--- src/bpc_pkg.sv ---
// bpc_pkg: constants of the byte-parallel crc unit.
// assumes a 32-bit axi4-lite register bus and a single system clock.
package bpc_pkg;
   localparam int          ADDR_W         = 12;
   localparam logic [11:0] OFS_CONTROL    = 12'h000;
   localparam logic [11:0] OFS_DATA_IN    = 12'h004;
   localparam logic [11:0] OFS_RESULT     = 12'h008;
   // control register fields
   localparam int          BIT_CLEAR      = 7;
   localparam int          BIT_ORDER      = 2;
   localparam int          POLY_HI        = 1;
   localparam int          POLY_LO        = 0;
   localparam logic [7:0]  RST_CONTROL    = 8'h00;
   localparam logic [7:0]  RST_DATA_IN    = 8'h00;
   localparam logic [15:0] RST_RESULT     = 16'h0000;
   // polynomial select codes
   localparam logic [1:0]  SEL_RESERVED   = 2'b00;
   localparam logic [1:0]  SEL_POLY8      = 2'b01;
   localparam logic [1:0]  SEL_POLY16A    = 2'b10;
   localparam logic [1:0]  SEL_POLY16B    = 2'b11;
   // generator terms below the top power, normal and bit-reflected
   localparam logic [7:0]  POLY8          = 8'h07;
   localparam logic [7:0]  POLY8_REFL     = 8'hE0;
   localparam logic [15:0] POLY16A        = 16'h8005;
   localparam logic [15:0] POLY16A_REFL   = 16'hA001;
   localparam logic [15:0] POLY16B        = 16'h1021;
   localparam logic [15:0] POLY16B_REFL   = 16'h8408;
   // axi response codes
   localparam logic [1:0]  RESP_OKAY      = 2'b00;
   localparam logic [1:0]  RESP_SLVERR    = 2'b10;
endpackage
--- src/bpc_crc_unit.sv ---
// bpc_crc_unit: memory-mapped crc calculator behind an axi4-lite slave.
// assumes one 100 MHz clock mclk, synchronous active-high reset, and a
// master that keeps at most one write and one read outstanding.
`timescale 1ns/1ps

module bpc_crc_unit
(
   input  wire logic                           mclk,
   input  wire logic                           reset,
   input  wire logic [bpc_pkg::ADDR_W-1:0]     s_axi_awaddr,
   input  wire logic                           s_axi_awvalid,
   output logic                                s_axi_awready,
   input  wire logic [31:0]                    s_axi_wdata,
   input  wire logic [3:0]                     s_axi_wstrb,
   input  wire logic                           s_axi_wvalid,
   output logic                                s_axi_wready,
   output logic [1:0]                          s_axi_bresp,
   output logic                                s_axi_bvalid,
   input  wire logic                           s_axi_bready,
   input  wire logic [bpc_pkg::ADDR_W-1:0]     s_axi_araddr,
   input  wire logic                           s_axi_arvalid,
   output logic                                s_axi_arready,
   output logic [31:0]                         s_axi_rdata,
   output logic [1:0]                          s_axi_rresp,
   output logic                                s_axi_rvalid,
   input  wire logic                           s_axi_rready
);

   // software-visible state
   logic        bitOrderSelect;
   logic [1:0]  polySelect;
   logic [7:0]  crcDataIn;
   logic [15:0] crcResult;

   // write channel holding state
   logic                       awHeld;
   logic                       wHeld;
   logic [bpc_pkg::ADDR_W-1:0] wrAddr;
   logic [31:0]                wrData;
   logic [3:0]                 wrStrb;

   // read channel holding state
   logic                       arHeld;
   logic [bpc_pkg::ADDR_W-1:0] rdAddr;

   // decoded write strobes, write mapped flag and word addresses
   logic        doWrite;
   logic        wrControl;
   logic        wrDataIn;
   logic        wrResult;
   logic        wrMapped;
   logic [11:0] wrWord;
   logic [11:0] rdWord;

   // read mux
   logic [31:0] readValue;
   logic        readMapped;

   // crc datapath
   logic [15:0] next_crcResult;

   // one full byte folded in a single cycle; the loop unrolls into
   // parallel xor trees, it is not a sequential shifter
   function automatic logic [15:0] crcStep
   (
      input logic [15:0] cur,
      input logic [7:0]  din,
      input logic        msbFirst,
      input logic [1:0]  sel
   );
      logic [15:0] acc;
      logic [7:0]  acc8;
      logic [15:0] poly;
      logic [15:0] polyRefl;
      acc      = cur;
      acc8     = cur[7:0];
      poly     = bpc_pkg::POLY16B;
      polyRefl = bpc_pkg::POLY16B_REFL;
      if (sel == bpc_pkg::SEL_POLY16A)
      begin
         poly     = bpc_pkg::POLY16A;
         polyRefl = bpc_pkg::POLY16A_REFL;
      end
      case (sel)
         bpc_pkg::SEL_POLY8:
         begin
            acc8 = acc8 ^ din;
            for (int i = 0; i < 8; i++)
            begin
               if (msbFirst)
               begin
                  if (acc8[7])
                     acc8 = {acc8[6:0], 1'b0} ^ bpc_pkg::POLY8;
                  else
                     acc8 = {acc8[6:0], 1'b0};
               end
               else
               begin
                  if (acc8[0])
                     acc8 = {1'b0, acc8[7:1]} ^ bpc_pkg::POLY8_REFL;
                  else
                     acc8 = {1'b0, acc8[7:1]};
               end
            end
            // the 8-bit code lives in the low byte, upper byte forced clear
            acc = {8'h00, acc8};
         end
         bpc_pkg::SEL_POLY16A, bpc_pkg::SEL_POLY16B:
         begin
            if (msbFirst)
               acc = acc ^ {din, 8'h00};
            else
               acc = acc ^ {8'h00, din};
            for (int i = 0; i < 8; i++)
            begin
               if (msbFirst)
               begin
                  if (acc[15])
                     acc = {acc[14:0], 1'b0} ^ poly;
                  else
                     acc = {acc[14:0], 1'b0};
               end
               else
               begin
                  if (acc[0])
                     acc = {1'b0, acc[15:1]} ^ polyRefl;
                  else
                     acc = {1'b0, acc[15:1]};
               end
            end
         end
         default:
         begin
            // reserved select: no generator, result left untouched
            acc = cur;
         end
      endcase
      return acc;
   endfunction

   // zero initial value and no final inversion, so folding in the code
   // in its transmit byte order drives the remainder to zero
   always_comb
   begin
      next_crcResult = crcStep(crcResult, wrData[7:0], bitOrderSelect,
                               polySelect);
   end

   always_ff @(posedge mclk)
   begin
      if (reset)
      begin
         s_axi_awready <= 1'b0;
         awHeld        <= 1'b0;
         wrAddr        <= '0;
      end
      else if (s_axi_awready && s_axi_awvalid)
      begin
         s_axi_awready <= 1'b0;
         awHeld        <= 1'b1;
         wrAddr        <= s_axi_awaddr;
      end
      else if (s_axi_bvalid && s_axi_bready)
      begin
         awHeld <= 1'b0;
      end
      else if (!awHeld)
      begin
         s_axi_awready <= 1'b1;
      end
   end

   always_ff @(posedge mclk)
   begin
      if (reset)
      begin
         s_axi_wready <= 1'b0;
         wHeld        <= 1'b0;
         wrData       <= '0;
         wrStrb       <= '0;
      end
      else if (s_axi_wready && s_axi_wvalid)
      begin
         s_axi_wready <= 1'b0;
         wHeld        <= 1'b1;
         wrData       <= s_axi_wdata;
         wrStrb       <= s_axi_wstrb;
      end
      else if (s_axi_bvalid && s_axi_bready)
      begin
         wHeld <= 1'b0;
      end
      else if (!wHeld)
      begin
         s_axi_wready <= 1'b1;
      end
   end

   // the write takes effect once, in the cycle both halves are held
   assign doWrite = awHeld && wHeld && !s_axi_bvalid;
   assign wrWord  = {wrAddr[11:2], 2'b00};

   always_comb
   begin
      wrControl = 1'b0;
      wrDataIn  = 1'b0;
      wrResult  = 1'b0;
      wrMapped  = 1'b1;
      if (wrWord == bpc_pkg::OFS_CONTROL)
         wrControl = doWrite;
      else if (wrWord == bpc_pkg::OFS_DATA_IN)
         wrDataIn = doWrite;
      else if (wrWord == bpc_pkg::OFS_RESULT)
         wrResult = doWrite;
      else
         wrMapped = 1'b0;
   end

   always_ff @(posedge mclk)
   begin
      if (reset)
      begin
         s_axi_bvalid <= 1'b0;
         s_axi_bresp  <= bpc_pkg::RESP_OKAY;
      end
      else if (doWrite)
      begin
         s_axi_bvalid <= 1'b1;
         s_axi_bresp  <= wrMapped ? bpc_pkg::RESP_OKAY : bpc_pkg::RESP_SLVERR;
      end
      else if (s_axi_bvalid && s_axi_bready)
      begin
         s_axi_bvalid <= 1'b0;
      end
   end

   // the clear bit and reserved bits are never stored
   always_ff @(posedge mclk)
   begin
      if (reset)
      begin
         bitOrderSelect <= bpc_pkg::RST_CONTROL[bpc_pkg::BIT_ORDER];
         polySelect     <= bpc_pkg::RST_CONTROL[bpc_pkg::POLY_HI:bpc_pkg::POLY_LO];
      end
      else if (wrControl && wrStrb[0])
      begin
         bitOrderSelect <= wrData[bpc_pkg::BIT_ORDER];
         polySelect     <= wrData[bpc_pkg::POLY_HI:bpc_pkg::POLY_LO];
      end
   end

   always_ff @(posedge mclk)
   begin
      if (reset)
         crcDataIn <= bpc_pkg::RST_DATA_IN;
      else if (wrDataIn && wrStrb[0])
         crcDataIn <= wrData[7:0];
   end

   always_ff @(posedge mclk)
   begin
      if (reset)
      begin
         crcResult <= bpc_pkg::RST_RESULT;
      end
      else if (wrControl && wrStrb[0] && wrData[bpc_pkg::BIT_CLEAR])
      begin
         crcResult <= bpc_pkg::RST_RESULT;
      end
      else if (wrDataIn && wrStrb[0])
      begin
         // uses the captured byte, so data and fold always agree
         crcResult <= next_crcResult;
      end
      else if (wrResult)
      begin
         if (wrStrb[0])
            crcResult[7:0] <= wrData[7:0];
         if (wrStrb[1])
            crcResult[15:8] <= wrData[15:8];
      end
   end

   always_ff @(posedge mclk)
   begin
      if (reset)
      begin
         s_axi_arready <= 1'b0;
         arHeld        <= 1'b0;
         rdAddr        <= '0;
      end
      else if (s_axi_arready && s_axi_arvalid)
      begin
         s_axi_arready <= 1'b0;
         arHeld        <= 1'b1;
         rdAddr        <= s_axi_araddr;
      end
      else if (s_axi_rvalid && s_axi_rready)
      begin
         arHeld <= 1'b0;
      end
      else if (!arHeld)
      begin
         s_axi_arready <= 1'b1;
      end
   end

   assign rdWord = {rdAddr[11:2], 2'b00};

   always_comb
   begin
      readValue  = 32'h0000_0000;
      readMapped = 1'b1;
      if (rdWord == bpc_pkg::OFS_CONTROL)
      begin
         // clear bit is write-only and reserved bits are zero
         readValue[bpc_pkg::BIT_ORDER] = bitOrderSelect;
         readValue[bpc_pkg::POLY_HI:bpc_pkg::POLY_LO] = polySelect;
      end
      else if (rdWord == bpc_pkg::OFS_DATA_IN)
      begin
         readValue[7:0] = crcDataIn;
      end
      else if (rdWord == bpc_pkg::OFS_RESULT)
      begin
         readValue[15:0] = crcResult;
      end
      else
      begin
         readMapped = 1'b0;
      end
   end

   always_ff @(posedge mclk)
   begin
      if (reset)
      begin
         s_axi_rvalid <= 1'b0;
         s_axi_rdata  <= 32'h0000_0000;
         s_axi_rresp  <= bpc_pkg::RESP_OKAY;
      end
      else if (arHeld && !s_axi_rvalid)
      begin
         s_axi_rvalid <= 1'b1;
         s_axi_rdata  <= readValue;
         s_axi_rresp  <= readMapped ? bpc_pkg::RESP_OKAY : bpc_pkg::RESP_SLVERR;
      end
      else if (s_axi_rvalid && s_axi_rready)
      begin
         s_axi_rvalid <= 1'b0;
      end
   end

endmodule

--- config.mk ---
export PLATFORM = sky130hd
export DESIGN_NAME = bpc_crc_unit
export DESIGN_NICKNAME = d
export VERILOG_FILES = /design/src/bpc_pkg.sv /design/src/bpc_crc_unit.sv
export SDC_FILE = /design/constraint.sdc
export NUM_CORES = 1
export LEC_CHECK = 0
export BUFFER_PORTS_ARGS = -buffer_cell sky130_fd_sc_hd__buf_2
export CELL_PAD_IN_SITES_DETAIL_PLACEMENT = 2
export CELL_PAD_IN_SITES_GLOBAL_PLACEMENT = 2
export CORE_MARGIN = 3
export CORE_UTILIZATION = 35
export CTS_CLUSTER_SIZE = 25
export DETAILED_ROUTE_END_ITERATION = 16
export PLACE_DENSITY_LB_ADDON = 0.1
export SLEW_MARGIN = 20
export SYNTH_ARGS = -nofsm -noshare
export SYNTH_HDL_FRONTEND = slang
export SYNTH_SLANG_ARGS = --single-unit
export TNS_END_PERCENT = 1
--- constraint.sdc ---
create_clock -name mclk -period 7 [get_ports mclk]
set_clock_uncertainty 0.05 [all_clocks]
set_input_delay 1.05 -clock mclk [delete_from_list [all_inputs] [get_ports mclk]]
set_output_delay 1.05 -clock mclk [all_outputs]
set_load 0.05 [all_outputs]
**Word-level counts from Yosys, hierarchy flattened**

Cells that the tools add are included.

- Flip-flop bits (word level): 97
- Bits in latches: 0
- RAM bits: 0
- Bits in read-only memories: 0
- Input port bits: 67
- Output and inout bits: 41
- Word-level logic and storage cells: 198
- Memories kept: 0

- Add/subtract/negate cells: 0
- Multiply operators: 0
- Divide/modulo/power cells: 0
- Magnitude comparators: 0
- Equality and inequality tests: 8
- Shifts and indexed selects: 0
- Muxes and demuxes: 97
- Bitwise gates (word level): 40
- Reduce and logical (&&, ||, !) cells: 33

Operators by type and width:

| kind | count |
|---|---|
| $mux 16 | 37 |
| $mux 8 | 27 |
| $xor 16x16->16 | 9 |
| $xor 15x16->16 | 8 |
| $pmux 16 s2 | 1 |
| $mux 3 | 9 |
| $logic_not 12->1 | 2 |
| $not 2->3 | 8 |
| $not 3->3 | 8 |
| $eq 10x1->1 const B | 2 |
| $eq 10x2->1 const B | 2 |
| $mux 1 | 19 |
| $reduce_bool 2->1 | 8 |
| $xor 16x8->16 | 1 |
| $mux 14 | 1 |
| $mux 13 | 1 |
| $logic_and 1x1->1 | 11 |
| $reduce_or 2->1 | 5 |
| $xor 8x8->8 | 1 |
| $reduce_and 2->1 | 3 |
| $reduce_and 3->1 | 2 |
| $not 1->1 | 5 |
| $eq 2x2->1 const B | 2 |
| $mux 2 | 2 |
| other kinds (3) | 4 |

**Depth between registers and ports, before layout**

Gate-level depths: netlist (run 1).

- Depth in word-level cells: 36
- Gate-level depth with buffers: 13
- Depth with buffers taken out: 10

**Worst setup path before layout (run 1)**

OpenSTA, ideal clock, no wires.

- Path type: register to register
- Start point: register wrData[2]
- End point: register crcResult[0]
- Library setup time: 0.122 ns
- Arrival time: 2.925 ns
- Required time: 6.828 ns
- Path slack: 3.903 ns
- Stages on the path, launching flop included: 12
- Buffers on the path: 1
- Period minus slack after synthesis: 3.097 ns
- Cell sequence: dfxtp_1 -> buf_6 -> xor2_4 -> xnor3_2 -> xor2_2 -> a21oi_2 -> and2_4 -> or4b_4 -> and2_4 -> a221oi_4 -> xnor2_1 -> o311a_1

- Longest elaborated chain between the ends: 36
- Elaborated cells on any way between the ends: 92
- Classes of those cells: mux (65); bitwise (27)

Ends and longest elaborated chain:

| what | RTL line | text |
|---|---|---|
| from (decl) | bpc_crc_unit.sv:39 | `logic [31:0] wrData;` |
| from (signal assigned) | bpc_crc_unit.sv:186 | `wrData <= s_axi_wdata;` |
| $xor 16x8->16 | bpc_crc_unit.sv:113 | `acc = acc ^ {8'h00, din};` |
| $mux 16 | bpc_crc_unit.sv:110 | `if (msbFirst)` |
| $mux 16 | bpc_crc_unit.sv:84 | `case (sel)` |
| $xor 16x16->16 or $xor 15x16->16 (tied branches) | bpc_crc_unit.sv:119, bpc_crc_unit.sv:126 |  |
| $mux 16, on equally long branches | bpc_crc_unit.sv:118, bpc_crc_unit.sv:125 |  |
| $mux 16 | bpc_crc_unit.sv:116 | `if (msbFirst)` |
| $mux 16 | bpc_crc_unit.sv:84 |  |
| $xor 16x16->16 or $xor 15x16->16 (tied branches) | bpc_crc_unit.sv:119, bpc_crc_unit.sv:126 |  |
| (+20 left out) | -- |  |
| $mux 16, on equally long branches | bpc_crc_unit.sv:125, bpc_crc_unit.sv:118 |  |
| $mux 16 | bpc_crc_unit.sv:116 |  |
| $mux 16 | bpc_crc_unit.sv:84 |  |
| $xor 15x16->16 | bpc_crc_unit.sv:126 | `acc = {1'b0, acc[15:1]} ^ polyRefl;` |
| $mux 16 | bpc_crc_unit.sv:125 | `if (acc[0])` |
| $mux 16 | bpc_crc_unit.sv:116 |  |
| $pmux 16 s2 * | bpc_crc_unit.sv:84 |  |
| $mux 16 * | bpc_crc_unit.sv:270 | `else if (wrDataIn && wrStrb[0])` |
| to (signal assigned) | bpc_crc_unit.sv:268 | `crcResult <= bpc_pkg::RST_RESULT;` |
| to (signal assigned) | bpc_crc_unit.sv:273 | `crcResult <= next_crcResult;` |
| to (signal assigned) | bpc_crc_unit.sv:278 | `crcResult[7:0] <= wrData[7:0];` |
| to (decl) | bpc_crc_unit.sv:33 | `logic [15:0] crcResult;` |

Mark *: on every way between the ends. The rest lies on a longest branch, timed or not. The select of a mux whose other input is x is not followed.
A chain may end at the register's enable or synchronous reset.

**Final worst setup path (run 1)**

- Start point: register polySelect[0]
- End point: register crcResult[1]

- Longest elaborated chain between the ends: 35
- Elaborated cells on any way between the ends: 57
- Classes of those cells: eq/ne (4); mux (35); bitwise (16); reduce/logical (2)

Ends and longest elaborated chain:

| what | RTL line | text |
|---|---|---|
| from (decl) | bpc_crc_unit.sv:31 | `logic [1:0] polySelect;` |
| from (signal assigned) | bpc_crc_unit.sv:243 | `polySelect <= bpc_pkg::RST_CONTROL[bpc_pkg::POLY_HI:bpc_pkg::POLY_LO];` |
| from (signal assigned) | bpc_crc_unit.sv:248 | `polySelect <= wrData[bpc_pkg::POLY_HI:bpc_pkg::POLY_LO];` |
| $eq 2x2->1 | bpc_crc_unit.sv:79, bpc_crc_unit.sv:84 |  |
| $mux 16 or $mux 14 (tied branches) | bpc_crc_unit.sv:79 | `if (sel == bpc_pkg::SEL_POLY16A)` |
| $xor 16x16->16 or $xor 15x16->16 (tied branches) | bpc_crc_unit.sv:119, bpc_crc_unit.sv:126 |  |
| $mux 16, on equally long branches | bpc_crc_unit.sv:118, bpc_crc_unit.sv:125 |  |
| $mux 16 | bpc_crc_unit.sv:116 |  |
| $mux 16 | bpc_crc_unit.sv:84 |  |
| $xor 16x16->16 or $xor 15x16->16 (tied branches) | bpc_crc_unit.sv:119, bpc_crc_unit.sv:126 |  |
| $mux 16, on equally long branches | bpc_crc_unit.sv:118, bpc_crc_unit.sv:125 |  |
| (+19 left out) | -- |  |
| $mux 16, on equally long branches | bpc_crc_unit.sv:125, bpc_crc_unit.sv:118 |  |
| $mux 16 | bpc_crc_unit.sv:116 |  |
| $mux 16 | bpc_crc_unit.sv:84 |  |
| $xor 15x16->16 or $xor 16x16->16 (tied branches) | bpc_crc_unit.sv:126, bpc_crc_unit.sv:119 |  |
| $mux 16, on equally long branches | bpc_crc_unit.sv:125, bpc_crc_unit.sv:118 |  |
| $mux 16 | bpc_crc_unit.sv:116 |  |
| $pmux 16 s2 | bpc_crc_unit.sv:84 |  |
| $mux 16 | bpc_crc_unit.sv:270 |  |

Several ways; a longest one is shown, not always the timed one. The select of a mux whose other input is x is not followed.

==> impl_results.md, run 1 <==
* Status: completed
* Multi-input logic area at 4004 sq um
* CTS H-tree depth at 3
* Main combinational cell family by area after synthesis: simple AND/OR/NAND/NOR gates
* CP Data Arrival Time at 4.53 ns
* Chip height at 139.1 um
* Critical path launch point type: flop
* Routed wl met2 at 11110 um
* # rows at 48
* # setup viols final at 0
* Sw Ratio at 0.3023
* Hpwl dp at 16630 um
* Slew Limit Fails at 0
* Clock sink count at 91
* Setup TNS at 0 ns
* Clock Latency Late Sink at 0.35 ns
* Final hold slack at 0.4079 ns
* Cells after Synth at 807
* Asr flop ratio synth at 0
* Initial antenna violation count at 0
* Antenna fix cells at 0
* RSZ-0062 raised after global routing: no
* DR top layer: met4
* Rel. slew slack at 0.3285
* Synth Area in Compound Gates at 0.2138
* Lkg Pwr at 0.002474 uW
* CTS root buf: clkbuf_16
* Register area at 1823 sq um
* Vias in the first global route at 6280
* IO Pins at 108
* CTS tree: done
* Placed cell area at 6534 sq um
* Antenna Nets Post-Route at 0
* CTS max path bufs at 2
* Cells after DPL at 1046
* CP endpoint kind: flop
* Wire length on met3 at 838 um
* Unique cell type count in the Yosys netlist at 73
* Power per cell area at 188.6 nW/um^2
* Simple-Gate Fraction of Synth Area at 0.2239
* Critical path peak fanout at 19
* Worst slew pin tran at 1.007 ns
* PortBufs at 67
* Routed wire length per instance at 21.01 um
* First-pass GRT wire length at 35710 um
* Predominant post-synthesis flop cell: dfxtp_1
* Multiplexer share of the synthesized area at 0.04381
* Final hold violations at 0
* Crit path required time at 7.17 ns
* Fmax at 229.2 MHz
* Nets at 899
* Die W at 139.1 um
* Via/cell ratio at 5.549
* Post-Synth Adder-Cell Area at 0
* Die area at 19340 sq um
* Crit path kind: flop to flop
* Yosys warns at 0
* WL met1 at 9564 um
* Worst-path clk slew at 0.06 ns
* Total Routing Usage GR at 0.2305
* Max-cap violations at 0
* Postcts setup bufs at 0
* Mapped cell area at 6197 sq um
* CTS Hold Buffers Added at 0
* Post-synth EDFFs at 0
* DRT iter0 DRCs at 272
* Area Growth Syn to Fin at 10.30%
* Cell Count, Final, Fillers Out at 1062
* Routability congestion estimate at 0.9054
* CTS Buf Count at 9
* DRC viols at 0
* Pin count of the biggest net entering global routing at 78
* Post-synthesis sequential area ratio at 0.2940
* Core area at 17300 sq um
* Final Util at 0.3952
* # resized after CTS at 0
* FILL cells at 2041
* Area share of xor/xnor cells in the synthesized design at 0.1524
* P_int at 899.5 uW
* Mapped Avg Cell Area at 7.679 sq um
* Sequential Power Share at 0.429
* Tmin final at 4.363 ns
* Drt pass-1 iters at 4
* Design Area, Final at 6835 sq um
* Sw power at 389.8 uW
* Routed vias at 5893
* Layout cells sized above 1 at 0.1589
* Initial Util at 0.3583
* Grt total ovfl at 0
* Post-Route WL at 22320 um
* Crit share post-route at 0.6233
* Worst Hold Class: flop to flop
* Gate power share at 0.194
* #FFs+latches synth at 91
* Clock share of power at 0.377
* Peak VDD IR at 104.0 uV
## kinds of logic after synthesis
| logic type | Yosys count |
|---|---|
| other | 1 |
| DFF | 91 |
| and+or+nand+nor | 310 |
| muxes | 26 |
| AOI/OAI and AO/OA | 206 |
| buffers and inverters | 84 |
| xor gates and xnor gates | 89 |
## power by group through the flow
stage	clock network (uW)	registers, uW	logic, uW
after floorplan	0	565	187
after CTS	502	553	252
after detailed placement	0	565	250
after global routing	523	555	274
final	486	553	250
after global placement	0	563	239
## stage by stage
stage	total power, uW	worst slack [ns]
floorplan	752.2	3.903
global placement	802.5	2.994
detailed placement	814.6	2.760
CTS	1307	2.755
global route	1353	2.340
finish	1289	2.637
## cell usage after synthesis (5+ instances only)
library cell	count	area [sq um]
buf_2	6	30.03
xor2_1	21	183.9
and2_1	6	37.54
nand3_1	14	70.07
buf_6	6	67.56
nor2b_1	9	56.30
nor2_1	74	277.8
mux2_2	8	90.09
or4_1	5	37.54
xnor2_1	53	464.2
buf_1	9	33.78
buf_4	20	150.1
nor3_1	18	90.09
or3_1	5	31.28
a31oi_1	9	56.30
xnor2_2	9	146.4
o211ai_1	7	52.55
clkbuf_1	39	146.4
nand2_1	147	551.8
dfxtp_1	91	1822
a22oi_1	20	150.1
a21oi_1	87	435.4
a211oi_1	7	52.55
nand2b_1	5	31.28
mux2i_1	17	170.2
and3_1	7	43.79
o21ai_0	30	150.1
## layer usage
layer | up-vias | GRT usage
met5 | - | 0
met4 | 0 | 0.09475
met3 | 43 | 0.03207
met2 | 114 | 0.4012
met1 | 2921 | 0.2862
li1 | 2815 | -
## worst max-delay path: stages (launching register included)
cell      delay (ns)
dfxtp_1         0.52
nor2b_2         0.80
nor2_1          0.18
xnor2_1         0.78
a211oi_1        0.20
mux2_2          0.35
o32ai_2         0.26
o21bai_1        0.14
a31oi_1         0.36
a21oi_1         0.16
o41a_1          0.42
## registers in the layout, indices dropped and copies added (netlist names), 2 cells and up
name and cells:
crcResult 16, s_axi_rdata 16, wrData 16, rdAddr 10, wrAddr 10, crcDataIn 8, polySelect 2, wrStrb 2
## layout make-up
cell class                      count  area share
Clock buffer                       14     0.04155
Inverter                            4    0.002197
Timing Repair Buffer               77     0.06004
Multi-Input combinational cell    649      0.5858
Clock inverter                      2    0.002563
Tap cell                          225     0.04119
Sequential cell                    91      0.2667
## path summary, 6_finish.rpt
check / slack (ns) / start / cells after the start / to
hold reg to reg: 0.41 / crcDataIn[7] / 2 / crcDataIn[7]
hold / removal: 0.41 / crcDataIn[7] / 2 / crcDataIn[7]
setup / recovery: 2.64 / polySelect[0] / 10 / crcResult[1]
setup reg to reg: 2.64 / polySelect[0] / 10 / crcResult[1]
## layout by cell type, fill, tap and decap left out, drive strengths merged, types with 5 or more instances in the layout
master | netlist | routed
or3 | 5 | 5
dfxtp | 91 | 91
buf | 41 | 77
o21ai | 31 | 31
nor4 | 5 | 5
clkbuf | 39 | 14
or4 | 5 | 5
a21oi | 88 | 88
a211oi | 9 | 9
xor2 | 23 | 23
mux2i | 17 | 17
and2 | 8 | 8
nor2b | 10 | 10
nand2 | 147 | 147
a22oi | 20 | 20
and3 | 7 | 7
nand3 | 14 | 14
mux2 | 9 | 9
o211ai | 7 | 7
a31oi | 9 | 9
nor3 | 19 | 19
conb | 1 | 18
nand2b | 5 | 5
nor2 | 74 | 74
xnor2 | 65 | 65
Note: power is estimated with default switching activity, not from simulation.
==> run 2: changes to the inputs <==
--- a/config.mk
+++ b/config.mk
@@ -9,7 +9,7 @@
 export CELL_PAD_IN_SITES_DETAIL_PLACEMENT = 2
 export CELL_PAD_IN_SITES_GLOBAL_PLACEMENT = 2
 export CORE_MARGIN = 3
-export CORE_UTILIZATION = 35
+export CORE_UTILIZATION = 33
 export CTS_CLUSTER_SIZE = 25
 export DETAILED_ROUTE_END_ITERATION = 16
 export PLACE_DENSITY_LB_ADDON = 0.1
==> constraint.sdc (replaced) <==
create_clock -name mclk -period 4.3 [get_ports mclk]
set_clock_uncertainty 0.05 [all_clocks]
set_input_delay 0.645 -clock mclk [delete_from_list [all_inputs] [get_ports mclk]]
set_output_delay 0.645 -clock mclk [all_outputs]
set_load 0.05 [all_outputs]
==> impl_results.md, run 2 (synthesis gave the netlist of run 1 again) <==
* Status: completed
* Initial Util at 0.3403 (-0.01795)
* # setup viols final at 0 (unchanged)
* Die area at 20460 sq um (+5.8%)
* CTS H-tree depth at 3 (unchanged)
* RSZ-0062 raised after global routing: no
* Postcts setup bufs at 0 (unchanged)
* Critical Path Max Stage Delay at 0.71 ns (-0.09 ns)
* Pin count of the biggest net entering global routing at 77 (-1.3%)
* FILL cells at 2120 (+3.9%)
* Design Area, Final at 6969 sq um (+2.0%)
* Tmin final at 3.691 ns (-0.6723 ns)
* Crit path required time at 4.52 ns (-2.65 ns)
* Power per cell area at 303.2 nW/um^2 (+61%)
* Layout cells sized above 1 at 0.1778 (+0.01888)
* Critical path launch point type: flop
* Initial antenna violation count at 0 (unchanged)
* Crit share post-route at 0.8583 (+0.2350)
* Most Frequent Cell on Critical Path: mux2_2
* IO Pins at 108 (unchanged)
* # resized after CTS at 0 (unchanged)
* Worst-path clk slew at 0.07 ns (about the same)
* Via/cell ratio at 5.541 (-0.15%)
* Grt total ovfl at 0 (unchanged)
* Lkg Pwr at 0.002558 uW (+3.4%)
* Core area at 18210 sq um (+5.3%)
* Routed wire length per instance at 20.98 um (-0.18%)
* Worst slew pin tran at 1.016 ns (+0.009268 ns)
* Max-cap violations at 0 (unchanged)
* Fmax at 271.0 MHz (+18%)
* CP endpoint kind: flop
* Total Routing Usage GR at 0.2272 (-0.003233)
* Critical path peak fanout at 11 (-8)
* CP Data Arrival Time at 3.91 ns (-0.62 ns)
* CTS root buf: clkbuf_16
* DRT iter0 DRCs at 247 (-9.2%)
* First-pass GRT wire length at 36170 um (+1.3%)
* Placed cell area at 6669 sq um (+2.1%)
* Setup TNS at 0 ns (unchanged)
* Die W at 143.0 um (+2.9%)
* Clock Latency Late Sink at 0.35 ns (about the same)
* Routability congestion estimate at 0.8858 (-2.2%)
* Routed vias at 6006 (+1.9%)
* Slowest CP cell: xnor2_1
* CTS tree: done
* Hpwl dp at 17260 um (+3.8%)
* Antenna Nets Post-Route at 0 (unchanged)
* Chip height at 143.0 um (+2.9%)
* CTS Buf Count at 9 (unchanged)
* CTS max path bufs at 2 (unchanged)
* Crit path kind: flop to flop
* Slew Limit Fails at 0 (unchanged)
* Final Util at 0.3827 (-0.01244)
* Commonest non-fill, non-tap cell in the layout: nand2_1
* CP cell instances: nor2b_2 -> nor2_1 -> xnor2_1 -> a211oi_1 -> mux2_2 -> o32ai_2 -> o21bai_1 -> a31oi_1 -> mux2_2 -> a211oi_2
* CTS Hold Buffers Added at 0 (unchanged)
* PortBufs at 67 (unchanged)
* Area Growth Syn to Fin at 12.46%
* Nets at 917 (+2.0%)
* Clock sink count at 91 (unchanged)
* DRC viols at 0 (unchanged)
* Top Registers: crcResult: 16 flops, s_axi_rdata: 16 flops, wrData: 16 flops
* Peak VDD IR at 145.6 uV (+40%)
* Post-Route WL at 22740 um (+1.9%)
* Vias in the first global route at 6364 (+1.3%)
* Final hold slack at 0.4053 ns (-0.002591 ns)
* Drt pass-1 iters at 4 (unchanged)
* # rows at 49 (+2.1%)
* Antenna fix cells at 0 (unchanged)
* Most frequent cells in the layout: 147 x nand2_1, 90 x dfxtp_1, 86 x a21oi_1
* Worst Hold Class: flop to flop
* Final hold violations at 0 (unchanged)
* Rel. slew slack at 0.3199 (-0.008682)
==> run 2: cell types whose count changed in the layout (fill, tap and decap cells not counted), sizes merged <==
cell | before | now
inv | 4 | 6
buf | 77 | 95
clkinvlp | 0 | 1
clkinv | 2 | 1
clkbuf | 14 | 12
==> run 2: area by class of cell <==
cell class | instances | area [sq um] | area share
Inverter | 4 | 15.01 | 0.002154
Multi-Input combinational cell | 649 | 4003 | 0.5743
Tap cell | 229 | 286.5 | 0.04111
Sequential cell | 91 | 1823 | 0.2616
Clock buffer | 12 | 266.5 | 0.03824
Timing Repair Buffer | 95 | 545.5 | 0.07828
Clock inverter | 4 | 30.03 | 0.004309
==> run 2: stage by stage <==
stage	cells	power (uW)	worst slack [ns]
2_1_floorplan	824	1225	1.203
3_3_place_gp	1068	1316	0.7157
3_5_place_dp	1068	1332	0.6690
4_1_cts	1084	2141	0.6394
5_1_grt	1084	2215	0.3697
6_report	1084	2113	0.6095
==> run 2: final timing paths <==
path | endpoint | cells after the start | slack [ns] | start
worst max-delay path | crcResult[15] | 10 | 0.61 | polySelect[1]
worst min-delay path | wrAddr[7] | 2 | 0.41 | wrAddr[7]
worst max register to register | crcResult[15] | 10 | 0.61 | polySelect[1]
worst min register to register | wrAddr[7] | 2 | 0.41 | wrAddr[7]
==> run 2: where the power goes <==
part / total [uW] / switching [uW] / internal, uW / leakage (uW)
clock network: 801 / 358 / 443 / 0.000146
registers: 895 / 26.4 / 869 / 0.000738
logic: 417 / 273 / 144 / 0.00167
==> run 2: routing by layer <==
metal | GRT usage | share of wire | vias to the layer above
li1 | - | - | 2843
met1 | 0.2884 | 0.43 | 2999
met2 | 0.3976 | 0.50 | 133
met3 | 0.02445 | 0.034 | 31
met4 | 0.08354 | 0.028 | 0
met5 | 0 | 0 | -
==> run 2: worst max-delay path: cells and delay by family, from the launching register on <==
family | cells | cell delay (ns)
AO/OA/AOI/OAI | 5 | 1.10
multiplexers | 2 | 0.74
XOR/XNOR | 1 | 0.71
flip-flops | 1 | 0.60
AND/OR/NAND/NOR | 2 | 0.41
